--- src/fcl_regs.svh ---
// Register offsets, field positions and codes of the fuse configuration loader.
`ifndef FCL_REGS_SVH
`define FCL_REGS_SVH
// ----------------------------------------------------------------------
// Register offsets
// ----------------------------------------------------------------------
`define FCL_A_STATUS 12'h000
`define FCL_A_CTRL 12'h004
`define FCL_A_PADDR 12'h008
`define FCL_A_PDATA 12'h00c
`define FCL_A_INVAL 12'h010
`define FCL_A_ID 12'h014
// ----------------------------------------------------------------------
// Register fields
// ----------------------------------------------------------------------
`define FCL_C_RESTART 0
`define FCL_C_CLRREF 1
`define FCL_S_BUSY 0
`define FCL_S_DONE 1
`define FCL_S_LOCK 2
`define FCL_S_REFUSED 3
`define FCL_S_VER 12:8
`define FCL_S_CNT 22:16
`define FCL_PADDR_F 5:0
// Identification value; arbitrary, it names no real part.
`define FCL_DEV_ID_DEF 32'h0000_5a5a
// ----------------------------------------------------------------------
// Store geometry
// ----------------------------------------------------------------------
`define FCL_LINES 32
`define FCL_LAST_LOC 6'h3f
`define FCL_FIRST_ID_LOC 6'h3d
`define FCL_HI_HALF 63:32
`define FCL_LO_HALF 31:0
// ----------------------------------------------------------------------
// Entry fields and codes
// ----------------------------------------------------------------------
`define FCL_TYPE 2:0
`define FCL_RTYPE 4:3
`define FCL_RSV 8:5
`define FCL_WADDR 15:9
`define FCL_PHY_ADDR 15:11
`define FCL_HI 31:16
`define FCL_LO 15:0
`define FCL_T_BLANK 3'h0
`define FCL_T_WORD 3'h1
`define FCL_T_CSR 3'h2
`define FCL_T_PHY 3'h3
`define FCL_T_INVAL 3'h7
`define FCL_RT_POWER 2'h0
`define FCL_RT_RSV 2'h1
`define FCL_RT_PCIE 2'h2
`define FCL_RT_ALL 2'h3
`define FCL_VER_RT 2'h1
`define FCL_VER_RSV 4'hf
`define FCL_INVAL_SET 32'h0000_0007
`define FCL_W_MAC_LO 7'h00
`define FCL_W_MAC_MID 7'h01
`define FCL_W_MAC_HI 7'h02
`define FCL_W_INIT1 7'h0a
`define FCL_LOCK_BIT 15
`define FCL_GPAR_BIT 0
`define FCL_PHY_PM_ADDR 5'h10
`define FCL_DISC_BIT 5
`endif

--- src/fcl_pkg.sv ---
// Types shared by the fuse configuration loader.
package fcl_pkg;
	typedef enum {S_IDLE, S_RD, S_DEC, S_RD2, S_CSR, S_PRD, S_PWR} fcl_state_e;
	typedef enum logic [1:0] {CAUSE_POWER, CAUSE_PCIE, CAUSE_SW} fcl_cause_e;
endpackage

--- src/fcl_store.sv ---
// Fuse array of 64-bit lines, read and written one 32-bit location at a time.
`timescale 1ns/1ps
`include "fcl_regs.svh"
module fcl_store #(
	parameter int LINES = `FCL_LINES,
	parameter int AW = 6
) (
	input wire logic pclk,
	input wire logic presetn,
	input wire logic [AW-1:0] raddr,
	output logic [31:0] rdata,
	input wire logic we,
	input wire logic [AW-1:0] waddr,
	input wire logic [31:0] wdata
);
	logic [63:0] mem [LINES];

	// Unburnt fuses read as zero.
	initial
	begin
		for (int i = 0; i < LINES; i++)
			mem[i] = '0;
	end

	always_ff @(posedge pclk or negedge presetn)
	begin
		if (!presetn)
			rdata <= '0;
		else if (raddr[0])
			rdata <= mem[raddr[AW-1:1]][`FCL_HI_HALF];
		else
			rdata <= mem[raddr[AW-1:1]][`FCL_LO_HALF];
	end

	// A plain always, since the array may also be preloaded from outside.
	always @(posedge pclk)
	begin
		if (we && waddr[0])
			mem[waddr[AW-1:1]][`FCL_HI_HALF] <= wdata;
		else if (we)
			mem[waddr[AW-1:1]][`FCL_LO_HALF] <= wdata;
	end
endmodule

--- src/fcl_parser.sv ---
// Fuse configuration store walker with APB access and programming gate.
// How it works
// The store holds 64 thirty-two-bit locations, room for 32 two-location CSR entries.
// A programmed location is rewritten only to invalidate it; new data goes to blank ones.
// Locations 61 to 63 hold identity and version and never load anything.
// Word entries take 2 words, CSR entries 4 words, PHY entries 2 words.
// An unknown non-zero type skips its 32-bit location and walking goes on.
// Type 111b locations are skipped one after another until another type.
// Whoever invalidates an entry sets all three type bits to one.
// Type 000b marks a blank location and ends the walk.
// Codes: 001b word, 010b CSR, 011b PHY; 100b is reserved.
// Any other reserved type is skipped like an unknown one.
// Reset type 00b power-good only, 10b PCIe too, 11b also software.
// The programmer writes the reset type that matches the intended loads.
// Word entry: type 2:0, reset type 4:3, address 15:9, data high half.
// Word addresses 0x00, 0x01, 0x02 load the station address parts.
// Word 0x0A with bit 15 set locks programming while the strap is on.
// With the strap off, blank locations can be programmed again.
// The board turns the security strap back on after reprogramming.
// Version entry: invalid type, 01b and 1111b, ones count in 31:16.
// A PHY entry to power management bit 5 keeps the link disconnected.
// Every reset starts a walk; entries load only when reset type matches.
// The store is built as 32 lines of 64 bits.
// The walk also ends after the last location.
// PHY entries load phy_addr and phy_data only on a match; csr_addr and csr_data take every CSR entry, matching or not.
`timescale 1ns/1ps
`include "fcl_regs.svh"
module fcl_parser
	import fcl_pkg::*;
#(
	parameter logic [31:0] DEV_ID = `FCL_DEV_ID_DEF
) (
	input wire logic pclk,
	input wire logic presetn,
	input wire logic psel,
	input wire logic penable,
	input wire logic pwrite,
	input wire logic [11:0] paddr,
	input wire logic [31:0] pwdata,
	output logic [31:0] prdata,
	output logic pready,
	output logic pslverr,
	input wire logic security_strap,
	input wire logic pcie_reset_done,
	input wire logic sw_reset_done,
	output logic word_we,
	output logic [6:0] word_addr,
	output logic [15:0] word_data,
	output logic csr_we,
	output logic [15:0] csr_addr,
	output logic [31:0] csr_data,
	output logic phy_we,
	output logic [4:0] phy_addr,
	output logic [15:0] phy_data,
	output logic [47:0] station_addr,
	output logic global_parity_enable,
	output logic phy_link_disconnect,
	output logic fuse_lockout,
	output logic walk_busy,
	output logic walk_done
);
	// ------------------------------------------------------------------
	// Helpers
	// ------------------------------------------------------------------
	function automatic logic rt_match(input logic [1:0] rt,
		input fcl_cause_e c);
		unique case (rt)
			`FCL_RT_POWER: rt_match = (c == CAUSE_POWER);
			`FCL_RT_PCIE: rt_match = (c != CAUSE_SW);
			`FCL_RT_ALL: rt_match = 1'b1;
			`FCL_RT_RSV: rt_match = 1'b0;
		endcase
	endfunction

	function automatic logic [4:0] ones(input logic [15:0] v);
		logic [4:0] n;
		n = '0;
		for (int i = 0; i < 16; i++)
			n = n + {4'h0, v[i]};
		ones = n;
	endfunction

	fcl_state_e state;
	fcl_cause_e cause, pend_cause;
	logic [5:0] loc, prog_addr, raddr;
	logic [31:0] mem_rdata, mem_wdata, prog_data, csr_hdr, st;
	logic [2:0] sync_a, sync_b, sync_c;
	logic [2:0] typ;
	logic [4:0] version;
	logic [6:0] load_cnt;
	logic mem_we, walk_pend, prog_pend, prog_inval, refused, lock_seen;
	logic csr_ok, hit, at_end, strap_s, ev_pcie, ev_sw, start;
	logic wr, rd_setup, addr_ok, prog_req, prog_ok, sw_restart;

	// ------------------------------------------------------------------
	// Store, 32 lines of 64 bits
	// ------------------------------------------------------------------
	fcl_store u_store (
		.pclk(pclk),
		.presetn(presetn),
		.raddr(raddr),
		.rdata(mem_rdata),
		.we(mem_we),
		.waddr(prog_addr),
		.wdata(mem_wdata)
	);

	// ------------------------------------------------------------------
	// Pin synchronisers and reset events
	// ------------------------------------------------------------------
	always_ff @(posedge pclk or negedge presetn)
	begin
		if (!presetn)
		begin
			sync_a <= '0;
			sync_b <= '0;
			sync_c <= '0;
		end
		else
		begin
			sync_a <= {sw_reset_done, pcie_reset_done, security_strap};
			sync_b <= sync_a;
			sync_c <= sync_b;
		end
	end

	assign strap_s = sync_b[0];
	assign ev_pcie = sync_b[1] && !sync_c[1];
	assign ev_sw = sync_b[2] && !sync_c[2];

	// ------------------------------------------------------------------
	// Decode of the location just read
	// ------------------------------------------------------------------
	assign typ = mem_rdata[`FCL_TYPE];
	assign at_end = (loc == `FCL_LAST_LOC);
	assign hit = rt_match(mem_rdata[`FCL_RTYPE], cause)
		&& (loc < `FCL_FIRST_ID_LOC);
	assign raddr = (state == S_PRD) ? prog_addr : loc;
	assign start = (state == S_IDLE) && walk_pend;

	// ------------------------------------------------------------------
	// Walk and programming sequencer
	// ------------------------------------------------------------------
	always_ff @(posedge pclk or negedge presetn)
	begin
		if (!presetn)
		begin
			state <= S_IDLE;
			loc <= '0;
			cause <= CAUSE_POWER;
		end
		else
		begin
			unique case (state)
				S_IDLE:
				begin
					if (walk_pend)
					begin
						state <= S_RD;
						loc <= '0;
						cause <= pend_cause;
					end
					else if (prog_pend)
						state <= S_PRD;
				end
				S_RD: state <= S_DEC;
				S_DEC:
				begin
					if (typ == `FCL_T_BLANK || at_end)
						state <= S_IDLE;
					else if (typ == `FCL_T_CSR)
					begin
						loc <= loc + 6'h1;
						state <= S_RD2;
					end
					else
					begin
						loc <= loc + 6'h1;
						state <= S_RD;
					end
				end
				S_RD2: state <= S_CSR;
				S_CSR:
				begin
					if (at_end)
						state <= S_IDLE;
					else
					begin
						loc <= loc + 6'h1;
						state <= S_RD;
					end
				end
				S_PRD: state <= S_PWR;
				S_PWR: state <= S_IDLE;
			endcase
		end
	end

	// ------------------------------------------------------------------
	// Entry loads
	// ------------------------------------------------------------------
	always_ff @(posedge pclk or negedge presetn)
	begin
		if (!presetn)
		begin
			word_we <= 1'b0;
			word_addr <= '0;
			word_data <= '0;
			phy_we <= 1'b0;
			phy_addr <= '0;
			phy_data <= '0;
		end
		else
		begin
			word_we <= (state == S_DEC) && (typ == `FCL_T_WORD) && hit;
			phy_we <= (state == S_DEC) && (typ == `FCL_T_PHY) && hit;
			if (state == S_DEC && typ == `FCL_T_WORD && hit)
			begin
				word_addr <= mem_rdata[`FCL_WADDR];
				word_data <= mem_rdata[`FCL_HI];
			end
			if (state == S_DEC && typ == `FCL_T_PHY && hit)
			begin
				phy_addr <= mem_rdata[`FCL_PHY_ADDR];
				phy_data <= mem_rdata[`FCL_HI];
			end
		end
	end

	// The CSR header is held while its data location is fetched.
	always_ff @(posedge pclk or negedge presetn)
	begin
		if (!presetn)
		begin
			csr_hdr <= '0;
			csr_ok <= 1'b0;
			csr_we <= 1'b0;
			csr_addr <= '0;
			csr_data <= '0;
		end
		else
		begin
			if (state == S_DEC)
			begin
				csr_hdr <= mem_rdata;
				csr_ok <= hit;
			end
			csr_we <= (state == S_CSR) && csr_ok
				&& (loc < `FCL_FIRST_ID_LOC);
			if (state == S_CSR)
			begin
				csr_addr <= csr_hdr[`FCL_HI];
				csr_data <= mem_rdata;
			end
		end
	end

	// ------------------------------------------------------------------
	// Internal structures fed by word and PHY loads
	// ------------------------------------------------------------------
	always_ff @(posedge pclk or negedge presetn)
	begin
		if (!presetn)
		begin
			station_addr <= '0;
			global_parity_enable <= 1'b0;
			phy_link_disconnect <= 1'b0;
		end
		else
		begin
			if (word_we && word_addr == `FCL_W_MAC_LO)
				station_addr[15:0] <= word_data;
			if (word_we && word_addr == `FCL_W_MAC_MID)
				station_addr[31:16] <= word_data;
			if (word_we && word_addr == `FCL_W_MAC_HI)
				station_addr[47:32] <= word_data;
			if (word_we && word_addr == `FCL_W_INIT1)
				global_parity_enable <= word_data[`FCL_GPAR_BIT];
			if (phy_we && phy_addr == `FCL_PHY_PM_ADDR)
				phy_link_disconnect <= phy_data[`FCL_DISC_BIT];
		end
	end

	// Lock entry is honoured whatever its reset type; version is kept.
	always_ff @(posedge pclk or negedge presetn)
	begin
		if (!presetn)
		begin
			lock_seen <= 1'b0;
			version <= '0;
			load_cnt <= '0;
			walk_done <= 1'b0;
		end
		else if (start)
		begin
			lock_seen <= 1'b0;
			load_cnt <= '0;
			walk_done <= 1'b0;
		end
		else
		begin
			if (state == S_DEC && typ == `FCL_T_WORD
				&& loc < `FCL_FIRST_ID_LOC
				&& mem_rdata[`FCL_WADDR] == `FCL_W_INIT1
				&& mem_rdata[16 + `FCL_LOCK_BIT])
				lock_seen <= 1'b1;
			if (state == S_DEC && typ == `FCL_T_INVAL
				&& mem_rdata[`FCL_RTYPE] == `FCL_VER_RT
				&& mem_rdata[`FCL_RSV] == `FCL_VER_RSV)
				version <= ones(mem_rdata[`FCL_HI]);
			if (word_we || phy_we || csr_we)
				load_cnt <= load_cnt + 7'h1;
			if ((state == S_DEC && (typ == `FCL_T_BLANK || at_end))
				|| (state == S_CSR && at_end))
				walk_done <= 1'b1;
		end
	end

	assign fuse_lockout = lock_seen && strap_s;
	assign walk_busy = (state != S_IDLE) || walk_pend;

	// ------------------------------------------------------------------
	// Walk requests; a new reset never gets lost behind a running walk
	// ------------------------------------------------------------------
	assign sw_restart = wr && paddr == `FCL_A_CTRL
		&& pwdata[`FCL_C_RESTART];

	always_ff @(posedge pclk or negedge presetn)
	begin
		if (!presetn)
		begin
			walk_pend <= 1'b1;
			pend_cause <= CAUSE_POWER;
		end
		else
		begin
			walk_pend <= ev_pcie || ev_sw || sw_restart
				|| (walk_pend && !start);
			if (ev_pcie && !(walk_pend && !start
				&& pend_cause == CAUSE_POWER))
				pend_cause <= CAUSE_PCIE;
			else if ((ev_sw || sw_restart) && !(walk_pend && !start))
				pend_cause <= CAUSE_SW;
		end
	end

	// ------------------------------------------------------------------
	// Programming of blank locations and invalidation of programmed ones
	// ------------------------------------------------------------------
	assign prog_req = wr && (paddr == `FCL_A_PDATA
		|| paddr == `FCL_A_INVAL);
	assign prog_ok = !walk_busy && !prog_pend && !fuse_lockout;

	always_comb
	begin
		mem_we = 1'b0;
		mem_wdata = prog_data;
		if (state == S_PWR && prog_inval)
		begin
			mem_we = 1'b1;
			mem_wdata = mem_rdata | `FCL_INVAL_SET;
		end
		else if (state == S_PWR)
			mem_we = (mem_rdata == '0);
	end

	always_ff @(posedge pclk or negedge presetn)
	begin
		if (!presetn)
		begin
			prog_pend <= 1'b0;
			prog_inval <= 1'b0;
			prog_addr <= '0;
			prog_data <= '0;
		end
		else
		begin
			if (prog_req && prog_ok)
			begin
				prog_pend <= 1'b1;
				prog_inval <= (paddr == `FCL_A_INVAL);
			end
			else if (state == S_PRD)
				prog_pend <= 1'b0;
			if (wr && paddr == `FCL_A_PDATA && prog_ok)
				prog_data <= pwdata;
			if (wr && (paddr == `FCL_A_PADDR
				|| paddr == `FCL_A_INVAL) && prog_ok)
				prog_addr <= pwdata[`FCL_PADDR_F];
		end
	end

	// A refusal sets the flag even in the cycle software clears it.
	always_ff @(posedge pclk or negedge presetn)
	begin
		if (!presetn)
			refused <= 1'b0;
		else if ((prog_req && !prog_ok)
			|| (state == S_PWR && !prog_inval && mem_rdata != '0))
			refused <= 1'b1;
		else if (wr && paddr == `FCL_A_CTRL && pwdata[`FCL_C_CLRREF])
			refused <= 1'b0;
	end

	// ------------------------------------------------------------------
	// APB slave
	// ------------------------------------------------------------------
	assign wr = psel && penable && pwrite;
	assign rd_setup = psel && !penable && !pwrite;
	assign addr_ok = paddr == `FCL_A_STATUS || paddr == `FCL_A_CTRL
		|| paddr == `FCL_A_PADDR || paddr == `FCL_A_PDATA
		|| paddr == `FCL_A_INVAL || paddr == `FCL_A_ID;
	assign pready = 1'b1;
	assign pslverr = psel && penable && !addr_ok;

	always_comb
	begin
		st = '0;
		st[`FCL_S_BUSY] = walk_busy;
		st[`FCL_S_DONE] = walk_done;
		st[`FCL_S_LOCK] = fuse_lockout;
		st[`FCL_S_REFUSED] = refused;
		st[`FCL_S_VER] = version;
		st[`FCL_S_CNT] = load_cnt;
	end

	always_ff @(posedge pclk or negedge presetn)
	begin
		if (!presetn)
			prdata <= '0;
		else if (rd_setup)
		begin
			unique case (paddr)
				`FCL_A_STATUS: prdata <= st;
				`FCL_A_PADDR: prdata <= {26'h0, prog_addr};
				`FCL_A_PDATA: prdata <= prog_data;
				`FCL_A_ID: prdata <= DEV_ID;
				default: prdata <= '0;
			endcase
		end
	end
endmodule

--- config.mk ---
export PLATFORM = sky130hd
export DESIGN_NAME = fcl_parser
export DESIGN_NICKNAME = d
export VERILOG_FILES = /design/src/fcl_pkg.sv /design/src/fcl_store.sv /design/src/fcl_parser.sv
export VERILOG_INCLUDE_DIRS = /design/src
export SDC_FILE = /design/constraint.sdc
export NUM_CORES = 2
export LEC_CHECK = 0
export BUFFER_PORTS_ARGS = -buffer_cell sky130_fd_sc_hd__buf_2
export CAP_MARGIN = 20
export CORE_ASPECT_RATIO = 1.2
export CORE_MARGIN = 5
export CORE_UTILIZATION = 23
export CTS_BUF_LIST = sky130_fd_sc_hd__clkbuf_4 sky130_fd_sc_hd__clkbuf_8
export CTS_CLUSTER_SIZE = 25
export DETAILED_ROUTE_END_ITERATION = 16
export PLACE_DENSITY = 0.46
export SYNTH_ARGS = -nofsm -noshare
export SYNTH_HDL_FRONTEND = slang
export SYNTH_SLANG_ARGS = --single-unit
--- constraint.sdc ---
create_clock -name pclk -period 4.6 [get_ports pclk]
set_clock_uncertainty 0.05 [all_clocks]
set_input_delay 0.23 -clock pclk [delete_from_list [all_inputs] [get_ports pclk]]
set_output_delay 0.23 -clock pclk [all_outputs]
set_load 0.05 [all_outputs]
==> summary.md <==
| Metric | Value |
|---|---|
| Syn avg cell area | `around 18 sq um` |
| Starting density of the core | `about 23%` |
| Maxcap violations | `0` |
| R2r setup slk | `380 ps` |
| Worst r2r path cells | `11` |
| CP Max Fanout | `37` |
| Hold Path Stages | `7` |
| Final min period | `about 4200 ps` |
| DP Cell Count | `10568` |
| Worst r2r src | `state[1]` |
| Post-synth EDFFs | `2048` |
| Register bit total from synthesis | `2351` |
| Fin crit share | `between 90 and 100%` |
| Die Width | `582.2 um` |
| Max Fclk | `237.1 MHz` |
| Fin. max-slew vios | `0` |
| Crit end category | `flip-flop` |
| CTS tree | `yes` |
| Pre-antenna DRT Iters | `5` |
| Initial DRC count | `3994` |
| Final hold violation count | `0` |
| Post-Route Utilization | `28.04%` |
| Worst VDD drop | `0.0002542 V` |
| Distinct cells, synth | `a little under 60` |
| Post-route insts no fill | `approximately 11000` |
| Post-CTS setup buffers | `0` |
| H-tree depth | `5` |
| Critical Path AT | `about 5000 ps` |
| Setup ws final | `about 380 ps` |
| DP HPWL | `176.4 mm` |
| CTS Buffer Depth | `4` |
| Mapped Cells | `5036` |
| Syn nets | `5107` |
| Detailed-route wire length per cell | `25.55 um` |
| Layout cells sized above 1 | `around a quarter` |
| Clock-pin slew on the worst setup and hold paths | `70 ps` |
| Final setup fails | `0` |
| Setup TNS | `0 ps` |
| Core ar. | `391900 sq um` |
| Critical path's slowest cell | `o41ai_1` |
| Global-route wire length before repair | `between 400 and 500 mm` |
| Syn. warnings | `0` |
| Die Y | `around 700 um` |
| GR Overflow Total | `0` |
| # clock sinks | `2351` |
| Vias in the first global route | `52341` |
| Relative slew slack | `between 20% and 30%` |
| P&R area growth vs syn | `21.59%` |
| Worst hold path class | `input port to flip-flop` |
| Sequential area share after synthesis | `roughly 76%` |
| DR vias/cell | `between 4 and 5` |
| Unrepaired setup endpoints after global routing | `false` |
| Synth async-reset ratio | `12.89%` |
| CP peak stage delay | `660 ps` |
| CP cell instances | `nand3b_4 -> mux2i_4 -> buf_12 -> buf_12 -> buf_4 -> mux2i_1 -> o22ai_1 -> o41ai_1 -> buf_4 -> nand4_1 -> buf_4` |
| Critical Path Most Common Cell | `buf_4` |
| Site Rows | `252` |
| DRC viols | `0` |
| Commonest non-fill, non-tap cell in the layout | `edfxtp_1` |
| PortBufs | `roughly 230` |
| Synthesized cell area | `around 90000 sq um` |
| R2r endpoint | `u_store.rdata[16]` |
| DRT Wirelength | `290.1 mm` |
| CP Launch Type | `flip-flop` |
| Hold Crit Start | `paddr[0]` |
| Total track usage | `13.88%` |
| Worst-Margin Slew | `1169 ps` |
| Post-route ant nets | `0` |
| Initial antenna violation count | `23` |
| Clock root cell | `clkbuf_8` |
| Clk_lat worst skew | `1000 ps` |
| CP Data Required Time | `~5400 ps` |
| Total power | `0.04111 W` |
| Io pins | `234` |
| Leakage | `39.91 nW` |
| WS Path Type | `flip-flop to flip-flop` |
| Largest net degree at the start of global routing | `120` |
| Dpl ws | `~340 ps` |
| Most used DFF post-synth | `edfxtp_1` |
| Cell Pwr Density | `374.2 nW/um^2` |
| Most frequent cells in the layout | `edfxtp_1, mux2i_1, o22ai_1, clkbuf_8, dfrtp_1` |
| Nets@finish | `between 5000 and 6000` |
| Hold EP | `prdata[7]` |
| Total CTS buffers | `approximately 380` |
| DIE AREA | `405600 sq um` |
| Detailed-route via count | `around 51000` |
| Placer Congestion | `slightly above 0.8` |
| Status | `completed` |
## sequential cells by signal (all words and copies together), names as in the netlist, 16 cells and up
signal / count
phy_data: 16
prog_data: 32
station_addr: 48
prdata: 32
csr_hdr: 16
u_store.rdata: 32
csr_addr: 16
u_store.mem: 2048
word_data: 16
csr_data: 32
## power breakdown
group / internal, W / switching [W] / total [W]
registers: 0.0229 / 0.00000434 / 0.0229
clock network: 0.00976 / 0.00828 / 0.0180
logic: 0.0000740 / 0.000112 / 0.000186
total: 0.0327 / 0.00839 / 0.0411
## worst max-delay path by stage
stage / startpoint / endpoint / cells after the start
5_1_grt: state[1] / u_store.rdata[6] / 10
2_1_floorplan: state[2] / u_store.mem[0][16] / 6
6_report: state[1] / u_store.rdata[16] / 11
3_3_place_gp: state[1] / u_store.rdata[6] / 10
3_5_place_dp: state[1] / u_store.rdata[6] / 10
4_1_cts: state[1] / u_store.rdata[6] / 10
## synth_stat cells (all sizes together) (12+ instances only)
| master | count | share of area, % |
|---|---|---|
| buf | 190 | 1.1 |
| dfrtp | 302 | 8.4 |
| o22ai | 516 | 3.6 |
| inv | 25 | 0.10 |
| nor2 | 104 | 0.43 |
| clkbuf | 103 | 0.43 |
| o41ai | 128 | 1.2 |
| o21ai | 40 | 0.22 |
| edfxtp | 2048 | 68 |
| nand2b | 14 | 0.11 |
| a21oi | 12 | 0.066 |
| nand4 | 35 | 0.24 |
| nand2 | 116 | 0.48 |
| nand3 | 31 | 0.17 |
| mux2 | 215 | 2.7 |
| mux2i | 1031 | 11 |
## metrics by stage
step / hold slack, ps / cell area [sq um]
2_1_floorplan: -115.6 / 90370
3_3_place_gp: 283.1 / 101500
3_5_place_dp: 290.6 / 101500
4_1_cts: 0.07128 / 109900
5_1_grt: 66.22 / 109900
6_report: 116.3 / 109900
## layout make-up
| cell class | instances | area (sq um) |
|---|---|---|
| well taps | 5207 | 6515 |
| multi-input cells | 2367 | 20580 |
| fillers | 39159 | 282000 |
| diodes | 10 | 25.02 |
| clock buffers | 556 | 6720 |
| clock inverters | 135 | 813.3 |
| inverters | 25 | 93.84 |
| repair buffers | 702 | 6056 |
| flip-flops and latches | 2351 | 69080 |
## routing by layer
layer / share of wire, % / global-route usage, % / vias to the layer above
met5: 0.0041 / 0 / -
met4: 3.4 / 4.684 / 2
met3: 5.0 / 2.349 / 453
met2: 49 / 23.84 / 1420
met1: 42 / 17.72 / 26751
li1: - / - / 21926
## repair_timing
item / CTS / global route
hold endpoints to repair: 259 / 0
resized for setup: 0 / 0
hold buffers: 82 / 0
## worst max-delay path: cells and delay by family (launching register included)
kind / cells / cell delay (ps)
and+or+nand+nor: 2 / 530
buffers and inverters: 5 / 1430
AOI/OAI and AO/OA: 2 / 810
DFF: 1 / 550
muxes: 2 / 670
## logic make-up (layout without fill, tap and decap cells)
kind of cell               Yosys count  in the layout  synth area share (%)
muxes                             1246           1246                 14.10
buffers and inverters              318           1418                 1.663
other                                1             11              0.004149
adders and majority gates           19             19                0.3461
DFF                               2351           2351                 76.44
AOI/OAI and AO/OA                  736            736                 5.456
xor gates and xnor gates             8              8               0.07753
and+or+nand+nor                    357            357                 1.913
No activity file was read; power rests on OpenSTA's default activity.
